### config.mk
export PLATFORM = sky130hd
export DESIGN_NAME = efs_fifo_service
export DESIGN_NICKNAME = d
export VERILOG_FILES = /design/src/include/efs_pkg.sv /design/src/hdl/efs_fifo_service.sv
export VERILOG_INCLUDE_DIRS = /design/src /design/src/include
export SDC_FILE = /design/constraint.sdc
export NUM_CORES = 1
export LEC_CHECK = 0
export ABC_AREA = 0
export BUFFER_PORTS_ARGS = -buffer_cell sky130_fd_sc_hd__buf_2
export CORE_MARGIN = 1
export CORE_UTILIZATION = 59
export CTS_CLUSTER_SIZE = 40
export DETAILED_ROUTE_END_ITERATION = 6
export PLACE_DENSITY_LB_ADDON = 0.2
export SYNTH_ARGS = -nofsm -noshare
export SYNTH_HDL_FRONTEND = slang
export SYNTH_SLANG_ARGS = --single-unit
### constraint.sdc
create_clock -name clk -period 3.8 [get_ports clk]
set_input_delay 0.38 -clock clk [delete_from_list [all_inputs] [get_ports clk]]
set_output_delay 0.38 -clock clk [all_outputs]
set_load 0.01 [all_outputs]
### src/include/efs_defines.svh
// Constants for the parallel-port FIFO service block.
// Assumes inclusion by the package and the design file only.
`ifndef EFS_DEFINES_SVH
`define EFS_DEFINES_SVH
`define EFS_FIFO_DEPTH 16
`define EFS_MODE_COMPAT 3'h0
`define EFS_MODE_PS2 3'h1
`define EFS_MODE_FIFO 3'h2
`define EFS_MODE_ECP 3'h3
`define EFS_MODE_TEST 3'h6
`define EFS_OFS_ADDR_Q 11'h000
`define EFS_OFS_DATA_Q 11'h400
`define EFS_OFS_CTRL 11'h402
`define EFS_OFS_CFG 11'h403
`define EFS_OFS_STAT 11'h404
`define EFS_DMA_BURST_MAX 6'h20
`define EFS_THR_CLAMP 5'h0F
`endif

### src/include/efs_pkg.sv
// Types for the parallel-port FIFO service block.
// Assumes efs_defines.svh is on the include path.
`include "efs_defines.svh"
package efs_pkg;
    typedef struct packed {
        logic service_interrupt_disable;
        logic dma_transfer_enable;
        logic direction;
        logic fault_interrupt_enable_n;
        logic acknowledge_interrupt_enable;
        logic [2:0] mode;
        logic [3:0] fifo_level_setting;
    } efs_ctrl_t;
    typedef struct packed {
        logic wr;
        logic rd;
        logic [10:0] addr;
        logic [7:0] wdata;
    } efs_pio_t;
    typedef enum logic [2:0] {
        EFS_DQ_IDLE = 3'h1,
        EFS_DQ_REQ = 3'h2,
        EFS_DQ_HOLD = 3'h4
    } efs_dq_t;
endpackage

### src/hdl/efs_fifo_service.sv
// FIFO service and DMA request control for the extended parallel port.
// Assumes host-side strobes are synchronous to clk; nFault and nAck are
// asynchronous pins; the link side pushes and pops through plain ports.
// How it works
// - Control line drivers are open-collector in mode 000, push-pull else.
// - FIFO to DMA moves are single bytes, aligned, whole.
// - Service disable bit blocks DMA requests and FIFO service interrupts.
// - Clearing the disable bit fires at once if a condition holds.
// - Terminal count with DMA enabled and service on raises interrupt.
// - PIO forward: interrupt while free space reaches forward free level.
// - PIO reverse: interrupt while byte count reaches reverse fill level.
// - Fault interrupt on nFault fall, or enable cleared while asserted.
// - Acknowledge interrupt on each nAck rise when enabled.
// - FIFO stays disabled after reset until a FIFO mode is chosen.
// - Threshold equals level setting plus one, from 1 to 16.
// - Threshold 16 behaves like threshold 15.
// - DMA targets data, test or compat queue, never address queue.
// - DMA request goes out on the request line; FIFO moves by direction.
// - Terminal count interrupts and sets the service disable bit.
// - DMA request never held for more than 32 consecutive DMA cycles.
// - Any DMA cycle on the channel accesses the FIFO, address ignored.
// - Reverse DMA requested while data held; stops on empty or count.
// - Re-request on one byte; after count also needs service re-enabled.
// - PIO writes data at 400H, address at 000H; reads at 400H.
// - Reverse fill level is sixteen minus threshold bytes held.
// - Forward free level is sixteen minus threshold free locations.
`timescale 1ns/1ps
`include "efs_defines.svh"
module efs_fifo_service #(
    parameter int DEPTH = `EFS_FIFO_DEPTH
) (
    // Clock and reset
    input wire logic clk,
    input wire logic srst,
    // Register port
    input wire logic [10:0] addr,
    input wire logic [7:0] wdata,
    input wire logic wr_stb,
    input wire logic rd_stb,
    output logic [7:0] rdata,
    // DMA port: cycle strobe, terminal count, write data, read data, request
    input wire logic dma_cycle,
    input wire logic dma_tc,
    input wire logic [7:0] dma_wdata,
    output logic [7:0] dma_rdata,
    output logic dma_req,
    // Link side FIFO access
    input wire logic link_push,
    input wire logic [7:0] link_wdata,
    input wire logic link_pop,
    output logic [7:0] link_rdata,
    output logic link_rdata_is_addr,
    output logic fifo_full,
    output logic fifo_empty,
    // Port pins
    input wire logic fault_n_pin,
    input wire logic ack_n_pin,
    output logic ctl_push_pull,
    // Service and status
    output logic service_irq,
    output logic fault_irq,
    output logic ack_irq,
    output efs_pkg::efs_ctrl_t ctrl
);
    import efs_pkg::*;

    localparam int CW = $clog2(DEPTH + 1);
    localparam int AW = $clog2(DEPTH);
    localparam logic [10:0] OFS_CTRL = `EFS_OFS_CTRL;
    localparam logic [10:0] OFS_CFG = `EFS_OFS_CFG;
    localparam logic [10:0] OFS_STAT = `EFS_OFS_STAT;

    logic [7:0] mem_r [DEPTH];
    logic [DEPTH-1:0] tag_r;
    logic [AW-1:0] wp_r, rp_r;
    logic [CW-1:0] cnt_r;
    efs_ctrl_t ctrl_r;
    efs_dq_t dq_r;
    logic [5:0] burst_r;
    logic tc_stop_r;
    logic fsync1_r, fsync2_r, fprev_r;
    logic async1_r, async2_r, aprev_r;
    logic sid_prev_r;
    logic fen_prev_r;
    logic [7:0] rdata_r, dma_rdata_r, link_rdata_r;
    logic link_tag_r;
    logic fault_irq_r, ack_irq_r;

    // Effective threshold, with 16 folded down to 15
    function automatic logic [4:0] eff_thr(input logic [3:0] lvl);
        logic [4:0] t;
        t = {1'b0, lvl} + 5'h01;
        if (t > `EFS_THR_CLAMP)
            t = `EFS_THR_CLAMP;
        return t;
    endfunction

    function automatic logic fifo_mode(input logic [2:0] m);
        return m == `EFS_MODE_FIFO || m == `EFS_MODE_ECP ||
            m == `EFS_MODE_TEST;
    endfunction

    logic [4:0] thr;
    logic [4:0] level;
    logic fifo_on;
    logic [CW-1:0] free_cnt;
    logic host_wr_fifo, host_rd_fifo, dma_wr, dma_rd;
    logic push, pop;
    logic [7:0] push_data;
    logic push_tag;
    logic pio_cond, svc_cond, sid_fall;
    logic fault_fall, ack_rise, fen_clear;

    assign thr = eff_thr(ctrl_r.fifo_level_setting);
    assign level = 5'h10 - thr;
    assign fifo_on = fifo_mode(ctrl_r.mode);
    assign free_cnt = CW'(DEPTH) - cnt_r;
    assign fifo_full = cnt_r == CW'(DEPTH);
    assign fifo_empty = cnt_r == '0;

    // Host pushes in forward, DMA uses the data queue only
    assign host_wr_fifo = wr_stb && fifo_on && !ctrl_r.direction &&
        (addr == `EFS_OFS_DATA_Q || addr == `EFS_OFS_ADDR_Q);
    assign host_rd_fifo = rd_stb && fifo_on && addr == `EFS_OFS_DATA_Q &&
        (ctrl_r.direction || ctrl_r.mode == `EFS_MODE_TEST);
    // Address ignored on DMA cycles; direction picks the move
    assign dma_wr = dma_cycle && fifo_on && !ctrl_r.direction;
    assign dma_rd = dma_cycle && fifo_on && ctrl_r.direction;
    assign push = (host_wr_fifo || dma_wr ||
        (link_push && ctrl_r.direction)) && !fifo_full;
    assign pop = (host_rd_fifo || dma_rd ||
        (link_pop && !ctrl_r.direction)) && !fifo_empty;
    assign push_data = dma_wr ? dma_wdata :
        (host_wr_fifo ? wdata : link_wdata);
    assign push_tag = host_wr_fifo && addr == `EFS_OFS_ADDR_Q;

    // Storage and pointers; FIFO flushed whenever not in a FIFO mode
    always_ff @(posedge clk) begin
        if (srst || !fifo_on) begin
            wp_r <= '0;
            rp_r <= '0;
            cnt_r <= '0;
        end else begin
            if (push)
                wp_r <= AW'(wp_r + 1'b1);
            if (pop)
                rp_r <= AW'(rp_r + 1'b1);
            if (push && !pop)
                cnt_r <= CW'(cnt_r + 1'b1);
            else if (pop && !push)
                cnt_r <= CW'(cnt_r - 1'b1);
        end
    end

    always_ff @(posedge clk) begin
        if (push) begin
            mem_r[wp_r] <= push_data;
            tag_r[wp_r] <= push_tag;
        end
    end

    // Read data of the DMA and link consumers, byte wide
    always_ff @(posedge clk) begin
        if (srst) begin
            dma_rdata_r <= 8'h00;
            link_rdata_r <= 8'h00;
            link_tag_r <= 1'b0;
        end else if (pop) begin
            dma_rdata_r <= mem_r[rp_r];
            link_rdata_r <= mem_r[rp_r];
            link_tag_r <= tag_r[rp_r];
        end
    end

    // Control register; terminal count sets the disable bit, set wins
    always_ff @(posedge clk) begin
        if (srst) begin
            ctrl_r <= '0;
            ctrl_r.service_interrupt_disable <= 1'b1;
            ctrl_r.fault_interrupt_enable_n <= 1'b1;
        end else begin
            if (wr_stb && addr == OFS_CTRL) begin
                ctrl_r.service_interrupt_disable <= wdata[2];
                ctrl_r.dma_transfer_enable <= wdata[3];
                ctrl_r.mode <= wdata[7:5];
            end
            if (wr_stb && addr == OFS_CFG) begin
                ctrl_r.fifo_level_setting <= wdata[3:0];
                ctrl_r.direction <= wdata[4];
                ctrl_r.fault_interrupt_enable_n <= wdata[5];
                ctrl_r.acknowledge_interrupt_enable <= wdata[6];
            end
            if (dma_cycle && dma_tc && ctrl_r.dma_transfer_enable)
                ctrl_r.service_interrupt_disable <= 1'b1;
        end
    end

    // Register reads, answered one cycle later
    always_ff @(posedge clk) begin
        if (srst)
            rdata_r <= 8'h00;
        else if (rd_stb) begin
            case (addr)
                `EFS_OFS_DATA_Q: rdata_r <= host_rd_fifo ?
                    mem_r[rp_r] : 8'h00;
                OFS_CTRL: rdata_r <= {ctrl_r.mode,
                    service_irq, ctrl_r.dma_transfer_enable,
                    ctrl_r.service_interrupt_disable, fifo_full,
                    fifo_empty};
                OFS_CFG: rdata_r <= {1'b0,
                    ctrl_r.acknowledge_interrupt_enable,
                    ctrl_r.fault_interrupt_enable_n, ctrl_r.direction,
                    ctrl_r.fifo_level_setting};
                OFS_STAT: rdata_r <= {3'h0, cnt_r};
                default: rdata_r <= 8'h00;
            endcase
        end
    end

    // Pin synchronisers; only second and third stages are examined
    always_ff @(posedge clk) begin
        if (srst) begin
            fsync1_r <= 1'b1;
            fsync2_r <= 1'b1;
            fprev_r <= 1'b1;
            async1_r <= 1'b1;
            async2_r <= 1'b1;
            aprev_r <= 1'b1;
        end else begin
            fsync1_r <= fault_n_pin;
            fsync2_r <= fsync1_r;
            fprev_r <= fsync2_r;
            async1_r <= ack_n_pin;
            async2_r <= async1_r;
            aprev_r <= async2_r;
        end
    end

    assign fault_fall = fprev_r && !fsync2_r;
    assign ack_rise = !aprev_r && async2_r;
    assign fen_clear = fen_prev_r && !ctrl_r.fault_interrupt_enable_n;

    // Fault and acknowledge interrupts are one-cycle pulses
    always_ff @(posedge clk) begin
        if (srst) begin
            fen_prev_r <= 1'b1;
            fault_irq_r <= 1'b0;
            ack_irq_r <= 1'b0;
        end else begin
            fen_prev_r <= ctrl_r.fault_interrupt_enable_n;
            fault_irq_r <= (!ctrl_r.fault_interrupt_enable_n && fault_fall)
                || (fen_clear && !fsync2_r);
            ack_irq_r <= ctrl_r.acknowledge_interrupt_enable
                && ack_rise;
        end
    end

    // Programmed I/O service condition by direction
    assign pio_cond = !ctrl_r.dma_transfer_enable && fifo_on &&
        (ctrl_r.direction ? (5'(cnt_r) >= level)
                          : (5'(free_cnt) >= level));
    assign svc_cond = !ctrl_r.service_interrupt_disable && pio_cond;
    assign sid_fall = sid_prev_r && !ctrl_r.service_interrupt_disable;

    // Previous disable bit, to find its 1 to 0 edge
    always_ff @(posedge clk) begin
        if (srst) begin
            sid_prev_r <= 1'b1;
        end else begin
            sid_prev_r <= ctrl_r.service_interrupt_disable;
        end
    end

    // Service interrupt: level while PIO condition holds, pulse on TC
    always_comb begin
        service_irq = svc_cond;
        if (dma_cycle && dma_tc && ctrl_r.dma_transfer_enable &&
            !ctrl_r.service_interrupt_disable)
            service_irq = 1'b1;
    end

    // DMA request state: burst limit and stop after terminal count
    logic dma_want;
    assign dma_want = ctrl_r.dma_transfer_enable && fifo_on &&
        !ctrl_r.service_interrupt_disable && !tc_stop_r &&
        (ctrl_r.direction ? !fifo_empty : !fifo_full);

    always_ff @(posedge clk) begin
        if (srst)
            tc_stop_r <= 1'b0;
        else if (dma_cycle && dma_tc)
            tc_stop_r <= 1'b1;
        else if (sid_fall)
            tc_stop_r <= 1'b0;
    end

    always_ff @(posedge clk) begin
        if (srst) begin
            dq_r <= EFS_DQ_IDLE;
            burst_r <= 6'h00;
        end else begin
            case (dq_r)
                EFS_DQ_IDLE: begin
                    burst_r <= 6'h00;
                    if (dma_want)
                        dq_r <= EFS_DQ_REQ;
                end
                EFS_DQ_REQ: begin
                    if (!dma_want || (dma_cycle && dma_tc))
                        dq_r <= EFS_DQ_IDLE;
                    else if (dma_cycle) begin
                        burst_r <= burst_r + 6'h01;
                        if (burst_r + 6'h01 >= `EFS_DMA_BURST_MAX)
                            dq_r <= EFS_DQ_HOLD;
                    end
                end
                EFS_DQ_HOLD: dq_r <= EFS_DQ_IDLE; // Gap for refresh
                default: dq_r <= EFS_DQ_IDLE;
            endcase
        end
    end

    assign dma_req = dq_r == EFS_DQ_REQ && dma_want;
    assign ctl_push_pull = ctrl_r.mode != `EFS_MODE_COMPAT;
    assign rdata = rdata_r;
    assign dma_rdata = dma_rdata_r;
    assign link_rdata = link_rdata_r;
    assign link_rdata_is_addr = link_tag_r;
    assign fault_irq = fault_irq_r;
    assign ack_irq = ack_irq_r;
    assign ctrl = ctrl_r;

    a_tc_sets_disable: assert property (@(posedge clk) disable iff (srst)
        dma_cycle && dma_tc && ctrl_r.dma_transfer_enable |=>
        ctrl_r.service_interrupt_disable)
        else $error("terminal count did not set disable");
    a_disable_blocks: assert property (@(posedge clk) disable iff (srst)
        ctrl_r.service_interrupt_disable |-> !dma_req && !svc_cond)
        else $error("request while service disabled");
    a_burst_limit: assert property (@(posedge clk) disable iff (srst)
        burst_r <= `EFS_DMA_BURST_MAX)
        else $error("dma burst too long");
    a_push_pull_mode: assert property (@(posedge clk) disable iff (srst)
        ctl_push_pull == (ctrl_r.mode != 3'h0))
        else $error("driver type wrong for mode");
    a_fifo_off_empty: assert property (@(posedge clk) disable iff (srst)
        !fifo_on |=> cnt_r == '0)
        else $error("fifo not held empty");
    a_thr_range: assert property (@(posedge clk) disable iff (srst)
        thr >= 5'h01 && thr <= 5'h0F)
        else $error("threshold out of range");
    a_ack_pulse: assert property (@(posedge clk) disable iff (srst)
        ctrl_r.acknowledge_interrupt_enable && !aprev_r && async2_r |=>
        ack_irq)
        else $error("ack rise missed");
    a_fault_pulse: assert property (@(posedge clk) disable iff (srst)
        !ctrl_r.fault_interrupt_enable_n && fprev_r && !fsync2_r |=>
        fault_irq)
        else $error("fault fall missed");
    a_rev_empty_stop: assert property (@(posedge clk) disable iff (srst)
        ctrl_r.direction && fifo_empty |-> !dma_req)
        else $error("reverse request while empty");
    a_count_bound: assert property (@(posedge clk) disable iff (srst)
        cnt_r <= CW'(DEPTH))
        else $error("occupancy above depth");
    a_clear_fires: assert property (@(posedge clk) disable iff (srst)
        sid_fall && pio_cond |-> service_irq)
        else $error("no interrupt when disable cleared");

    c_tc_seen: cover property (@(posedge clk) disable iff (srst)
        dma_req ##1 dma_cycle && dma_tc);
    c_burst_hold: cover property (@(posedge clk) disable iff (srst)
        dq_r == EFS_DQ_HOLD);
    c_pio_irq: cover property (@(posedge clk) disable iff (srst)
        sid_fall && svc_cond);
    c_fifo_full: cover property (@(posedge clk) disable iff (srst)
        fifo_full);
endmodule

Word-level counts from Yosys, hierarchy flattened

Memories as Yosys holds them, arrays and structs flattened. A register that Yosys moved wholly into a read port is not among the register bits.
Cells that the tools add are included.
W data, S select, Z words.

Bits in registers: 78
Bits in writable memories: 128
Output and inout port bits: 44
Word-level logic and storage cells: 157
Memories kept: 1

Add/sub/neg operators: 8
Magnitude comparators: 7
Eq/ne operators: 15
Multiplexer cells: 29
Reduce and logical (&&, ||, !) cells: 70

Memories:

| name  | depth | width | read ports | clocked after memory_dff | write ports | RTL line               | text |
|---|---|---|---|---|---|---|---|
| mem_r | 16    | 8     | 1          | 1                        | 1           | efs_fifo_service.sv:73 | `logic [7:0] mem_r [DEPTH];` |

Operator list:

| cell                   | number |
|---|---|
| $eq A11 B11 Y1 const B | 4 |
| $logic_and A1 B1 Y1    | 37 |
| $pmux W8 S4            | 1 |
| $mux W8                | 3 |
| $bwmux W16             | 1 |
| $mux W5                | 3 |
| $logic_not A1 Y1       | 13 |
| $mux W3                | 4 |
| $mux W6                | 2 |
| $pmux W6 S2            | 1 |
| $logic_not A11 Y1      | 1 |
| $logic_or A1 B1 Y1     | 11 |
| $ge A5 B5 Y1           | 2 |
| $lt A4 B5 Y1 const B   | 2 |
| $sub A5 B5 Y5 const A  | 2 |
| $eq A3 B2 Y1 const B   | 3 |
| $mux W1                | 9 |
| $add A4 B1 Y4 const B  | 2 |
| $mux W4                | 2 |
| $add A6 B1 Y6 const B  | 1 |
| $ge A6 B6 Y1 const B   | 1 |
| $ne A2 B2 Y1 const B   | 3 |
| $ne A3 B3 Y1 const B   | 2 |
| $pmux W3 S2            | 1 |
| 15 further kinds       | 18 |

Logic depth before layout (Yosys ltp)

Gate-level depths: netlist of the first run.

Word-level depth: 13
Mapped depth: 16

Worst setup path before layout of the first run

No wires, ideal clock.

Kind: input to register
From: input addr[3]
To: register cnt_r[4]
Data arrival time: 3059 ps
Required time: 3730 ps
Path slack: 671 ps
Cell stages on the path: 13
Path buffers: 1
Cells stage by stage: nor4_2 -> nand4_1 -> nor3_4 -> o21bai_2 -> buf_2 -> ha_1 -> inv_1 -> ha_1 -> a21o_1 -> a21oi_1 -> xnor2_1 -> or3_1 -> a21oi_1

Word-level cells in the longest chain between the ends: 9
Elaborated cells on any way between the ends: 18

Ends and longest elaborated chain:

| element                                                             | RTL line                                         | text |
|---|---|---|
| start, declared                                                     | efs_fifo_service.sv:36                           | `input wire logic [10:0] addr,` |
| $eq A11 B11 Y1 or $logic_not A11 Y1 (tied branches)                 | -                                                |  |
| $logic_and A1 B1 Y1 (no line) or $logic_or A1 B1 Y1 (tied branches) | -                                                |  |
| $logic_and A1 B1 Y1, on equally long branches                       | efs_fifo_service.sv:124, efs_fifo_service.sv:122 |  |
| $logic_or A1 B1 Y1, on equally long branches (2 in a row)           | efs_fifo_service.sv:131, efs_fifo_service.sv:129 |  |
| $logic_and A1 B1 Y1, on equally long branches                       | efs_fifo_service.sv:132, efs_fifo_service.sv:130 |  |
| $logic_not A1 Y1, on equally long branches                          | efs_fifo_service.sv:148, efs_fifo_service.sv:150 |  |
| $logic_and A1 B1 Y1, on equally long branches                       | efs_fifo_service.sv:148, efs_fifo_service.sv:150 |  |
| $mux W5 or $reduce_bool A2 Y1 (tied branches)                       | -                                                |  |
| end signal, assigned                                                | efs_fifo_service.sv:149                          | `cnt_r <= CW'(cnt_r + 1'b1);` |
| end signal, assigned                                                | efs_fifo_service.sv:151                          | `cnt_r <= CW'(cnt_r - 1'b1);` |
| end, declared                                                       | efs_fifo_service.sv:76                           | `logic [CW-1:0] cnt_r;` |

Parallel ways exist; a longest one is shown, timed or not.
A chain may end at the register's enable or synchronous reset.

Worst setup path in the final report of the first run

From: register ctrl_r (netlist bit ctrl[0])
To: output service_irq

Word-level cells in the longest chain between the ends: 9
Elaborated cells on any way between the ends: 10

Ends and longest elaborated chain:

| element                                | RTL line                                         | text |
|---|---|---|
| start, declared                        | efs_fifo_service.sv:77                           | `efs_ctrl_t ctrl_r;` |
| $add A4 B1 Y5 (*)                      | efs_fifo_service.sv:92                           | `t = {1'b0, lvl} + 5'h01;` |
| $gt A5 B4 Y1 (no line)                 | -                                                |  |
| $mux W5 (*)                            | efs_fifo_service.sv:93                           | `` if (t > `EFS_THR_CLAMP) `` |
| $sub A5 B5 Y5 (*)                      | efs_fifo_service.sv:115                          | `assign level = 5'h10 - thr;` |
| $ge A5 B5 Y1, on equally long branches | efs_fifo_service.sv:261, efs_fifo_service.sv:260 |  |
| $mux W1 (*)                            | efs_fifo_service.sv:260                          | `(ctrl_r.direction ? (5'(cnt_r) >= level)` |
| $logic_and A1 B1 Y1 (*)                | efs_fifo_service.sv:259                          | `assign pio_cond = !ctrl_r.dma_transfer_enable && fifo_on &&` |
| $logic_and A1 B1 Y1 (*)                | efs_fifo_service.sv:262                          | `assign svc_cond = !ctrl_r.service_interrupt_disable && pio_cond;` |
| $mux W1 (*)                            | efs_fifo_service.sv:277                          | `if (dma_cycle && dma_tc && ctrl_r.dma_transfer_enable &&` |
| end, declared                          | efs_fifo_service.sv:60                           | `output logic service_irq,` |

Every way passes the cells marked *; elsewhere a longest branch is shown, timed or not.

==> results_dict.tcl, run 1 <==
set metrics [dict create \
    status "finished, final reports clean" \
    fp.coreArea_um2 15100 \
    hold_viol_final 0 \
    rr_worst_depth 12 \
    final_util_pct 70.1 \
    syn-cell-area_um2 9090 \
    cts_setup_buffers 0 \
    clock-root-buffer "clkbuf_16" \
    syn_avg_cell_area_um2 14.4 \
    grt_pass1_vias 5819 \
    synth.area.mux_share_pct 14.7 \
    slowest_stage "dfxtp_4" \
    finalInstanceArea_um2 10600 \
    synth.area.top_cells "edfxtp_1 48%, dfxtp_1 15%, mux4_2 11%, mux2i_1 3.4%, ha_1 2.9%" \
    syn2layout_area_growth_pct 16.9 \
    drv_cap 0 \
    synthSimpleGateAreaFrac_pct 9.80 \
    cp_data_arrival_time_ns 3.23 \
    crit_chain "inv_1 > ha_1 > and2_1 > ha_1 > inv_1 > ha_1 > a21oi_1 > maj3_1 > a211oi_2 > o21bai_1 > nor2b_1 > buf_2" \
    antenna_cells 0 \
    antenna_found_initial 0 \
    cp_max_fo 8 \
    max_freq_ghz 0.277 \
    insertion_delay_ns 0.51 \
    final_cell_mix "144 x edfxtp_1, 88 x buf_2, 67 x nor2_1" \
    initial_core_util_pct 60.0 \
    crit_top_cell "ha_1" \
    crit_path_end_kind "output port" \
    synth_compound_area_share_pct 5.59 \
    pwr-share-seq_pct 50.4 \
    io_pins 89 \
    synthArstFlopShare_pct 0 \
    drt_first_pass_iters 6 \
    synth_top_family_by_area "multiplexers" \
    die_w_um 126 \
    clk_pin_slew_ns 0.06 \
    cts.path.max_buffers 3 \
    r2r_slack_ns 0.37 \
    fin_crit_sh_pct 95.1 \
    hold_end "async1_r" \
    p_sw_share_pct 18.9 \
    worstReg2RegEnd "cnt_r[4]" \
    grt_pass1_wl_um 32000 \
    hp-start "ack_n_pin" \
    track_usage_pct 26.5 \
    viasPerCell 6.07 \
    drtIter0Drc 555 \
    cts_tree "yes" \
    synthAdderAreaFrac_pct 3.33 \
    relSlewSlack_pct 11.2 \
    critPathRequiredTime_ns 3.42 \
    ys.flop_type "edfxtp_1" \
    setup_tns_ns 0 \
    wl_um 20500 \
    synth_seq_cells 210 \
    routabilityCongestion 0.889 \
    std_cell_rows 45 \
    drc 0 \
    power_frac_comb_pct 1.6 \
    fin_crit_ns 3.61 \
    rsz0062_at_grt "false" \
    r2r_start "ctrl[5]" \
    yosys.area_share.xor_xnor_pct 1.35 \
    place_area_um2 9790 \
    grt_max_degree 45 \
    path_buf_inv 3 \
    whs_path_depth 2 \
    antenna_left 0 \
    worst_slew_pin_slew_ns 1.33 \
    ys.warnings.count 0 \
    cts_sinks 210 \
    p_per_area_nw_per_um2 456 \
    fin_nets 802 \
    wl_per_cell_um 21.9 \
    crit_type "flip-flop to output port" \
    cellLeakagePower_nw 3.86 \
    yosysTopAreaCell "edfxtp_1" \
    min_path_type "input port to flip-flop" \
    netSwitchingPower_w 0.000917 \
    crit_family "adder cells" \
    finalSetupViolCount 0 \
    cts_max_level 1 \
    p_clk_share_pct 47.9 \
    dpl.hpwl_um 14100 \
    p_int_w 0.00393 \
    ys_seq_area_share_pct 62.1 \
    synth_top_area_share_pct 47.6 \
    dieArea_um2 15900 \
    synth_fp_nets 697 \
    drive_gt1_share_pct 29.3 \
    max_stage_delay_ns 0.40 \
    via_count 5703 \
    port_buffers 88 \
    synth-edff-count 144 \
    synthCells 630 \
    startpoint_type "flip-flop" \
    fp.dieH_um 126 \
    layout_commonest_cell "edfxtp_1" \
    slew_violations 0 \
    skew_ns 0.0163 \
    synth_cell_types 60 \
    ir_worst_vdd_mv 0.418 \
    globalRoute.totalOverflow 0 \
    cts_buffers 23 \
]
-- state kept, by name, indices dropped and copies added (netlist names), 3 cells and up, named ones only --
signal      flops
burst_r         6
wp_r            4
rdata           8
link_rdata      8
dq_r            3
ctrl           12
tag_r          16
cnt_r           5
rp_r            4
mem_r         128
-- Yosys cell counts, drive strengths merged, types with 6 or more instances --
cell      n
edfxtp  144
nor2     67
dfxtp    66
mux4     45
mux2i    31
nand2    29
a21oi    28
inv      24
ha       21
buf      19
clkbuf   15
nor3     13
nand3    12
xor2     11
or2       9
or3       9
nand2b    8
o21ai     7
a211oi    6
-- how the worst max path moves through the flow --
stage                     slack [ns]     from  cells past startpoint           to
after floorplan                 0.67  addr[3]                     13     cnt_r[4]
after global placement          0.39  addr[1]                     13     cnt_r[4]
after detailed placement        0.30  addr[0]                     13     cnt_r[4]
after CTS                       0.01  ctrl[0]                     11  service_irq
after global routing            0.01  ctrl[0]                     12  service_irq
final                           0.19  ctrl[0]                     12  service_irq
-- kinds of logic (layout without fill, tap and decap cells) --
group | Yosys count | in the layout
compound gates | 73 | 73
xor+xnor | 14 | 14
fa+ha+maj | 24 | 24
buf+inv | 58 | 179
flops | 210 | 210
mux | 77 | 77
simple gates | 174 | 174
-- power by group through the flow --
stage	combinational, W	clock (W)	sequential (W)
6_report	0.0000797	0.00232	0.00244
5_1_grt	0.0000867	0.00244	0.00244
4_1_cts	0.0000790	0.00236	0.00244
3_5_place_dp	0.0000786	0	0.00249
3_3_place_gp	0.0000749	0	0.00249
2_1_floorplan	0.0000324	0	0.00249
-- timing repair --
item,in CTS,in global routing
resized for setup,2,5
setup endpoints to repair,1,1
hold buffers,0,0
-- per-layer routing --
metal	vias up	wire length, um	share of wire (%)	GRT usage (%)
li1	2589	-	-	-
met5	-	0	0	0
met4	0	501	2.4	8.43
met3	43	1390	6.8	3.40
met1	2822	8210	40	34.2
met2	249	10400	51	46.7
-- layout make-up --
| type | instances | area (um2) |
|---|---|---|
| Clock buffer | 31 | 679 |
| Clock inverter | 10 | 131 |
| Fill cell | 1036 | 4520 |
| Inverter | 24 | 90.1 |
| Multi-Input combinational cell | 362 | 3190 |
| Sequential cell | 210 | 5650 |
| Tap cell | 188 | 235 |
| Timing Repair Buffer | 114 | 648 |
-- worst register-to-register path, delay by kind of cell, from the launching register on --
family                   cells  cell delay [ns]
buffers and inverters        1             0.10
adder cells (fa/ha/maj)      2             0.64
AO/OA/AOI/OAI                5             1.35
AND/OR/NAND/NOR              3             0.79
XOR/XNOR                     1             0.09
flip-flops                   1             0.39
-- per-stage QoR --
| step | hold WS [ns] | instances | setup WS [ns] | power (W) |
|---|---|---|---|---|
| after CTS | 0.0510 | 939 | 0.00982 | 0.00488 |
| after floorplan | 0.373 | 630 | 0.671 | 0.00252 |
| after global routing | 0.0591 | 939 | 0.00982 | 0.00497 |
| after global placement | 0.379 | 898 | 0.387 | 0.00257 |
| after detailed placement | 0.390 | 898 | 0.298 | 0.00257 |
| final | 0.0633 | 939 | 0.186 | 0.00484 |
Note: power is estimated with default switching activity, not from simulation.
==> run 2, diff against run 1 <==
--- a/config.mk
+++ b/config.mk
@@ -7,7 +7,7 @@
 export NUM_CORES = 1
 export LEC_CHECK = 0
 export ABC_AREA = 0
-export BUFFER_PORTS_ARGS = -buffer_cell sky130_fd_sc_hd__buf_2
+export BUFFER_PORTS_ARGS = -buffer_cell sky130_fd_sc_hd__clkbuf_2
 export CORE_MARGIN = 1
 export CORE_UTILIZATION = 59
 export CTS_CLUSTER_SIZE = 40
@@ -16,3 +16,4 @@
 export SYNTH_ARGS = -nofsm -noshare
 export SYNTH_HDL_FRONTEND = slang
 export SYNTH_SLANG_ARGS = --single-unit
+export TNS_END_PERCENT = 50
==> run 2 against run 1 <==
Effect of this change: worst setup slack improved by 0.012 ns; flip-flop and latch count did not move; cell area shrank 0.90%; clock skew fell by 0.0031 ns; die area unchanged; combinational power is 1% higher; first-iteration DRC count fell by 14%; register-to-register slack lost 0.04 ns; worst hold slack gained 0.0061 ns; wire length down 3.7%; sequential power hardly changed; critical path depth unchanged; critical path type unchanged; largest cell class unchanged.
==> results_dict.tcl, run 2 (synthesized netlist as in run 1, its figures left out) <==
set metrics [dict create \
    status "finished, final reports clean" \
    fp.dieH_um 126 \
    routabilityCongestion 0.883 \
    dpl.hpwl_um 13800 \
    dieArea_um2 15900 \
    cts_hold_buffers 0 \
    cts_setup_buffers 0 \
    pwr-share-seq_pct 52.9 \
    max_freq_ghz 0.278 \
    grt_pass1_vias 5639 \
    slowest_stage "dfxtp_2" \
    clk_pin_slew_ns 0.06 \
    rsz0062_at_grt "false" \
    wl_um 19800 \
    cts_tree "yes" \
    drt_first_pass_iters 5 \
    p_int_w 0.00372 \
    slew_violations 0 \
    fin_crit_sh_pct 94.8 \
    ir_worst_vdd_mv 0.382 \
    clock-root-buffer "clkbuf_16" \
    largest_reg_flops 128 \
    antenna_cells 0 \
    via_count 5639 \
    cts_sinks 210 \
    grt_max_degree 45 \
    netSwitchingPower_w 0.000894 \
    cts_max_level 1 \
    crit_family "adder cells" \
    crit_chain "ha_4 > nand3_1 > and2_1 > ha_1 > inv_1 > ha_1 > a21oi_1 > maj3_1 > a211oi_1 > o21bai_1 > nor2b_2 > clkbuf_2" \
    track_usage_pct 25.8 \
    die_w_um 126 \
    finalSetupViolCount 0 \
    critPathRequiredTime_ns 3.42 \
    setup_tns_ns 0 \
    initial_core_util_pct 60.0 \
    relSlewSlack_pct 14.8 \
    final_cell_mix "144 x edfxtp_1, 88 x clkbuf_2, 67 x nor2_1" \
    power_frac_comb_pct 1.7 \
    drv_cap 0 \
    cp_max_fo 11 \
    p_per_area_nw_per_um2 439 \
    io_pins 89 \
    crit_type "flip-flop to output port" \
    crit_path_end_kind "output port" \
    antenna_found_initial 0 \
    fp.coreArea_um2 15100 \
    crit_top_cell "ha_1" \
    cts_buffers 22 \
    skew_ns 0.0132 \
    path_buf_inv 2 \
    p_clk_share_pct 45.4 \
    syn2layout_area_growth_pct 15.8 \
    wl_per_cell_um 21.1 \
    drtIter0Drc 479 \
    grt_pass1_wl_um 31100 \
    viasPerCell 6.02 \
    insertion_delay_ns 0.51 \
    worst_slew_pin_slew_ns 1.28 \
    drc 0 \
    p_sw_share_pct 19.4 \
    hold_viol_final 0 \
    startpoint_type "flip-flop" \
    globalRoute.totalOverflow 0 \
    std_cell_rows 45 \
    regMostFlops "mem_r" \
    cellLeakagePower_nw 3.79 \
    max_stage_delay_ns 0.47 \
    finalInstanceArea_um2 10500 \
    place_area_um2 9770 \
    fin_nets 800 \
    cts.path.max_buffers 3 \
    fin_crit_ns 3.60 \
    layout_commonest_cell "edfxtp_1" \
    antenna_left 0 \
    min_path_type "input port to flip-flop" \
    port_buffers 88 \
    drive_gt1_share_pct 28.7 \
    cp_data_arrival_time_ns 3.22 \
]
-- run 2: changes by cell type in the layout (fill, tap and decap cells not counted), sizes merged --
cell / before / now
clkbuf: 31 / 115
bufinv: 3 / 2
clkinv: 5 / 10
clkinvlp: 1 / 0
buf: 114 / 25
inv: 25 / 24
-- run 2: per-layer routing --
layer	vias up	wire length (um)	global-route usage (%)
li1	2585	-	-
met1	2765	8100	33.0
met2	245	9990	44.7
met3	44	1120	4.16
met4	0	577	9.14
met5	-	0	0
-- run 2: through the flow --
| step | cells | power, W | worst slack, ns | util (%) | hold WS (ns) |
|---|---|---|---|---|---|
| 2_1_floorplan | 630 | 0.00252 | 0.671 | - | 0.373 |
| 3_3_place_gp | 896 | 0.00257 | 0.414 | 64.5 | 0.379 |
| 3_5_place_dp | 896 | 0.00257 | 0.289 | 64.5 | 0.384 |
| 4_1_cts | 935 | 0.00465 | 0.00354 | 69.3 | 0.0577 |
| 5_1_grt | 936 | 0.00474 | 0.0225 | 69.5 | 0.0566 |
| 6_report | 936 | 0.00462 | 0.198 | 69.5 | 0.0695 |
-- run 2: layout make-up --
| type | count | area (um2) |
|---|---|---|
| clock inverter | 12 | 113 |
| sequential | 210 | 5650 |
| inverter | 24 | 90.1 |
| fill | 991 | 4620 |
| timing repair buffer | 113 | 641 |
| clock buffer | 27 | 601 |
| multi-input combinational | 362 | 3200 |
| tap | 188 | 235 |
-- run 2: what timing repair did --
action / 4_1_cts / 5_1_grt
resized for setup: 2 / 6
pin swaps: 0 / 0
endpoints found under the setup margin: 1 / 1
-- run 2: worst paths after layout --
path | startpoint | end | slack [ns] | cells after the start
min reg2reg | aprev_r | ack_irq | 0.40 | 1
max reg2reg | ctrl[5] | cnt_r[4] | 0.33 | 12
max | ctrl[1] | service_irq | 0.20 | 12
min | ack_n_pin | async1_r | 0.07 | 2
-- run 2: power by group through the flow --
| stage | Combinational [W] | Sequential [W] | Clock, W |
|---|---|---|---|
| 2_1_floorplan | 0.0000324 | 0.00249 | 0 |
| 3_3_place_gp | 0.0000749 | 0.00249 | 0 |
| 3_5_place_dp | 0.0000784 | 0.00249 | 0 |
| 4_1_cts | 0.0000797 | 0.00244 | 0.00212 |
| 5_1_grt | 0.0000884 | 0.00244 | 0.00221 |
| 6_report | 0.0000806 | 0.00244 | 0.00209 |
==> run 3, diff against run 2 <==
--- a/config.mk
+++ b/config.mk
@@ -12,7 +12,9 @@
 export CORE_UTILIZATION = 59
 export CTS_CLUSTER_SIZE = 40
 export DETAILED_ROUTE_END_ITERATION = 6
+export MAX_ROUTING_LAYER = met4
 export PLACE_DENSITY_LB_ADDON = 0.2
+export SETUP_SLACK_MARGIN = 0.4
 export SYNTH_ARGS = -nofsm -noshare
 export SYNTH_HDL_FRONTEND = slang
 export SYNTH_SLANG_ARGS = --single-unit
==> run 3 against run 2 <==
Effect of this change: worst hold slack improved by 0.012 ns; combinational power decreased by 0.9%; total power decreased by 3.9%; flip-flop and latch count unchanged; cell count increased by 0.75%; clock-buffer cell count increased by 9; clock power decreased by 8%; cell area increased by 0.56%; global-route usage increased by 0.64 points; wire length decreased by 0.37%; maximum frequency increased by 7.5%; sequential power about the same.
==> results_dict.tcl, run 3 (synthesized netlist as in run 1, its figures left out) <==
set metrics [dict create \
    status "finished, final reports clean" \
    ir_worst_vdd_mv 0.360 \
    hold_viol_final 0 \
    insertion_delay_ns 0.50 \
    critPathRequiredTime_ns 3.42 \
    routabilityCongestion 0.907 \
    crit_path_end_kind "output port" \
    cp_max_fo 5 \
    fin_crit_ns 3.35 \
    drtIter0Drc 493 \
    skew_ns 0.0221 \
    die_w_um 126 \
    min_path_type "input port to flip-flop" \
    cts_buffers 21 \
    cts_tree "yes" \
    wl_per_cell_um 20.9 \
    finalSetupViolCount 0 \
    clk_pin_slew_ns 0.06 \
    port_buffers 88 \
    netSwitchingPower_w 0.000855 \
    crit_type "flip-flop to output port" \
    fp.coreArea_um2 15100 \
    final_util_pct 69.9 \
    relSlewSlack_pct 10.9 \
    viasPerCell 6.03 \
    cts.path.max_buffers 3 \
    track_usage_pct 26.4 \
    drv_cap 0 \
    regMostFlops "mem_r" \
    initial_core_util_pct 60.0 \
    rr_worst_depth 12 \
    via_count 5690 \
    setup_tns_ns 0 \
    startpoint_type "flip-flop" \
    grt_pass1_vias 5534 \
    drc 0 \
    syn2layout_area_growth_pct 16.5 \
    globalRoute.totalOverflow 0 \
    fin_nets 807 \
    r2r_start "ctrl[5]" \
    fp.dieH_um 126 \
    r2r_slack_ns 0.59 \
    dieArea_um2 15900 \
    drive_gt1_share_pct 31.0 \
    rsz0062_at_grt "true" \
    grt_pass1_wl_um 30800 \
    final_cell_mix "144 x edfxtp_1, 88 x clkbuf_2, 67 x nor2_1" \
    cp_data_arrival_time_ns 2.97 \
    p_sw_share_pct 19.3 \
    dpl.hpwl_um 13700 \
    critPathCapture "service_irq" \
    cts_max_level 1 \
    antenna_found_initial 0 \
    std_cell_rows 45 \
    cts_sinks 210 \
    grt_max_degree 45 \
    wl_um 19700 \
    worstReg2RegEnd "cnt_r[4]" \
    largest_reg_flops 128 \
    drt_first_pass_iters 5 \
    cellLeakagePower_nw 3.81 \
    p_per_area_nw_per_um2 419 \
    power_frac_comb_pct 1.8 \
    antenna_cells 0 \
    layout_commonest_cell "edfxtp_1" \
    pwr-share-seq_pct 55.0 \
    max_freq_ghz 0.299 \
    worst_slew_pin_slew_ns 1.34 \
    fin_crit_sh_pct 88.2 \
    antenna_left 0 \
    p_int_w 0.00358 \
    slew_violations 0 \
    p_clk_share_pct 43.2 \
    io_pins 89 \
    critPathLaunch "ctrl[0]" \
    cts_hold_buffers 0 \
    clock-root-buffer "clkbuf_16" \
]
-- run 3: cell count changes in the layout (fill, tap and decap cells not counted), sizes merged --
cell,previous run,this run
inv,24,25
clkbuf,115,123
clkinv,10,1
bufinv,2,0
buf,25,34
-- run 3: repair_timing --
action	4_1_cts	5_1_grt
pin swaps	1	4
gates resized for setup	14	13
gates cloned	0	0
setup endpoints to repair	2	2
setup buffers	5	4
-- run 3: worst max-delay path, cell delays in order, from the launching register on --
cell	delay, ns
dfxtp_4	0.38
inv_2	0.06
ha_4	0.28
and2_4	0.15
ha_4	0.14
nand3_4	0.09
ha_4	0.27
nand3b_1	0.11
or4bb_1	0.56
o311ai_2	0.11
nor2b_1	0.18
buf_2	0.15
-- run 3: area by class of cell --
class	count	area [um2]
Sequential cell	210	5660
Fill cell	1016	4560
Multi-Input combinational cell	362	3260
Timing Repair Buffer	121	701
Clock buffer	36	624
Tap cell	188	235
Inverter	24	90.1
Clock inverter	2	13.8
-- run 3: stage by stage --
step | area, um2 | setup WS (ns) | power [W] | cells | hold WS (ns)
2_1_floorplan | 9090 | 0.671 | 0.00252 | 630 | 0.373
3_5_place_dp | 9770 | 0.287 | 0.00257 | 896 | 0.382
3_3_place_gp | 9770 | 0.417 | 0.00257 | 896 | 0.380
5_1_grt | 10600 | 0.355 | 0.00458 | 943 | 0.0687
6_report | 10600 | 0.450 | 0.00444 | 943 | 0.0816
4_1_cts | 10500 | 0.367 | 0.00449 | 939 | 0.0659
-- run 3: worst min path at each step --
stage / startpoint / cells after the start / endpoint / slack [ns]
floorplan: aprev_r / 1 / ack_irq / 0.37
global placement: aprev_r / 1 / ack_irq / 0.38
detailed placement: aprev_r / 1 / ack_irq / 0.38
CTS: ack_n_pin / 2 / async1_r / 0.07
global route: ack_n_pin / 2 / async1_r / 0.07
finish: ack_n_pin / 2 / async1_r / 0.08
-- run 3: layer usage --
layer	track usage, %	vias to the layer above	wire length [um]
met5	-	-	0
met4	8.65	0	589
met3	4.63	47	1160
met2	44.3	227	9930
met1	32.7	2806	8020
li1	-	2610	-
-- run 3: power groups by stage --
| stage | Clock [W] | Sequential [W] | Combinational, W |
|---|---|---|---|
| finish | 0.00192 | 0.00244 | 0.0000799 |
| global placement | 0 | 0.00249 | 0.0000751 |
| floorplan | 0 | 0.00249 | 0.0000324 |
| CTS | 0.00197 | 0.00244 | 0.0000795 |
| global route | 0.00205 | 0.00244 | 0.0000875 |
| detailed placement | 0 | 0.00249 | 0.0000787 |
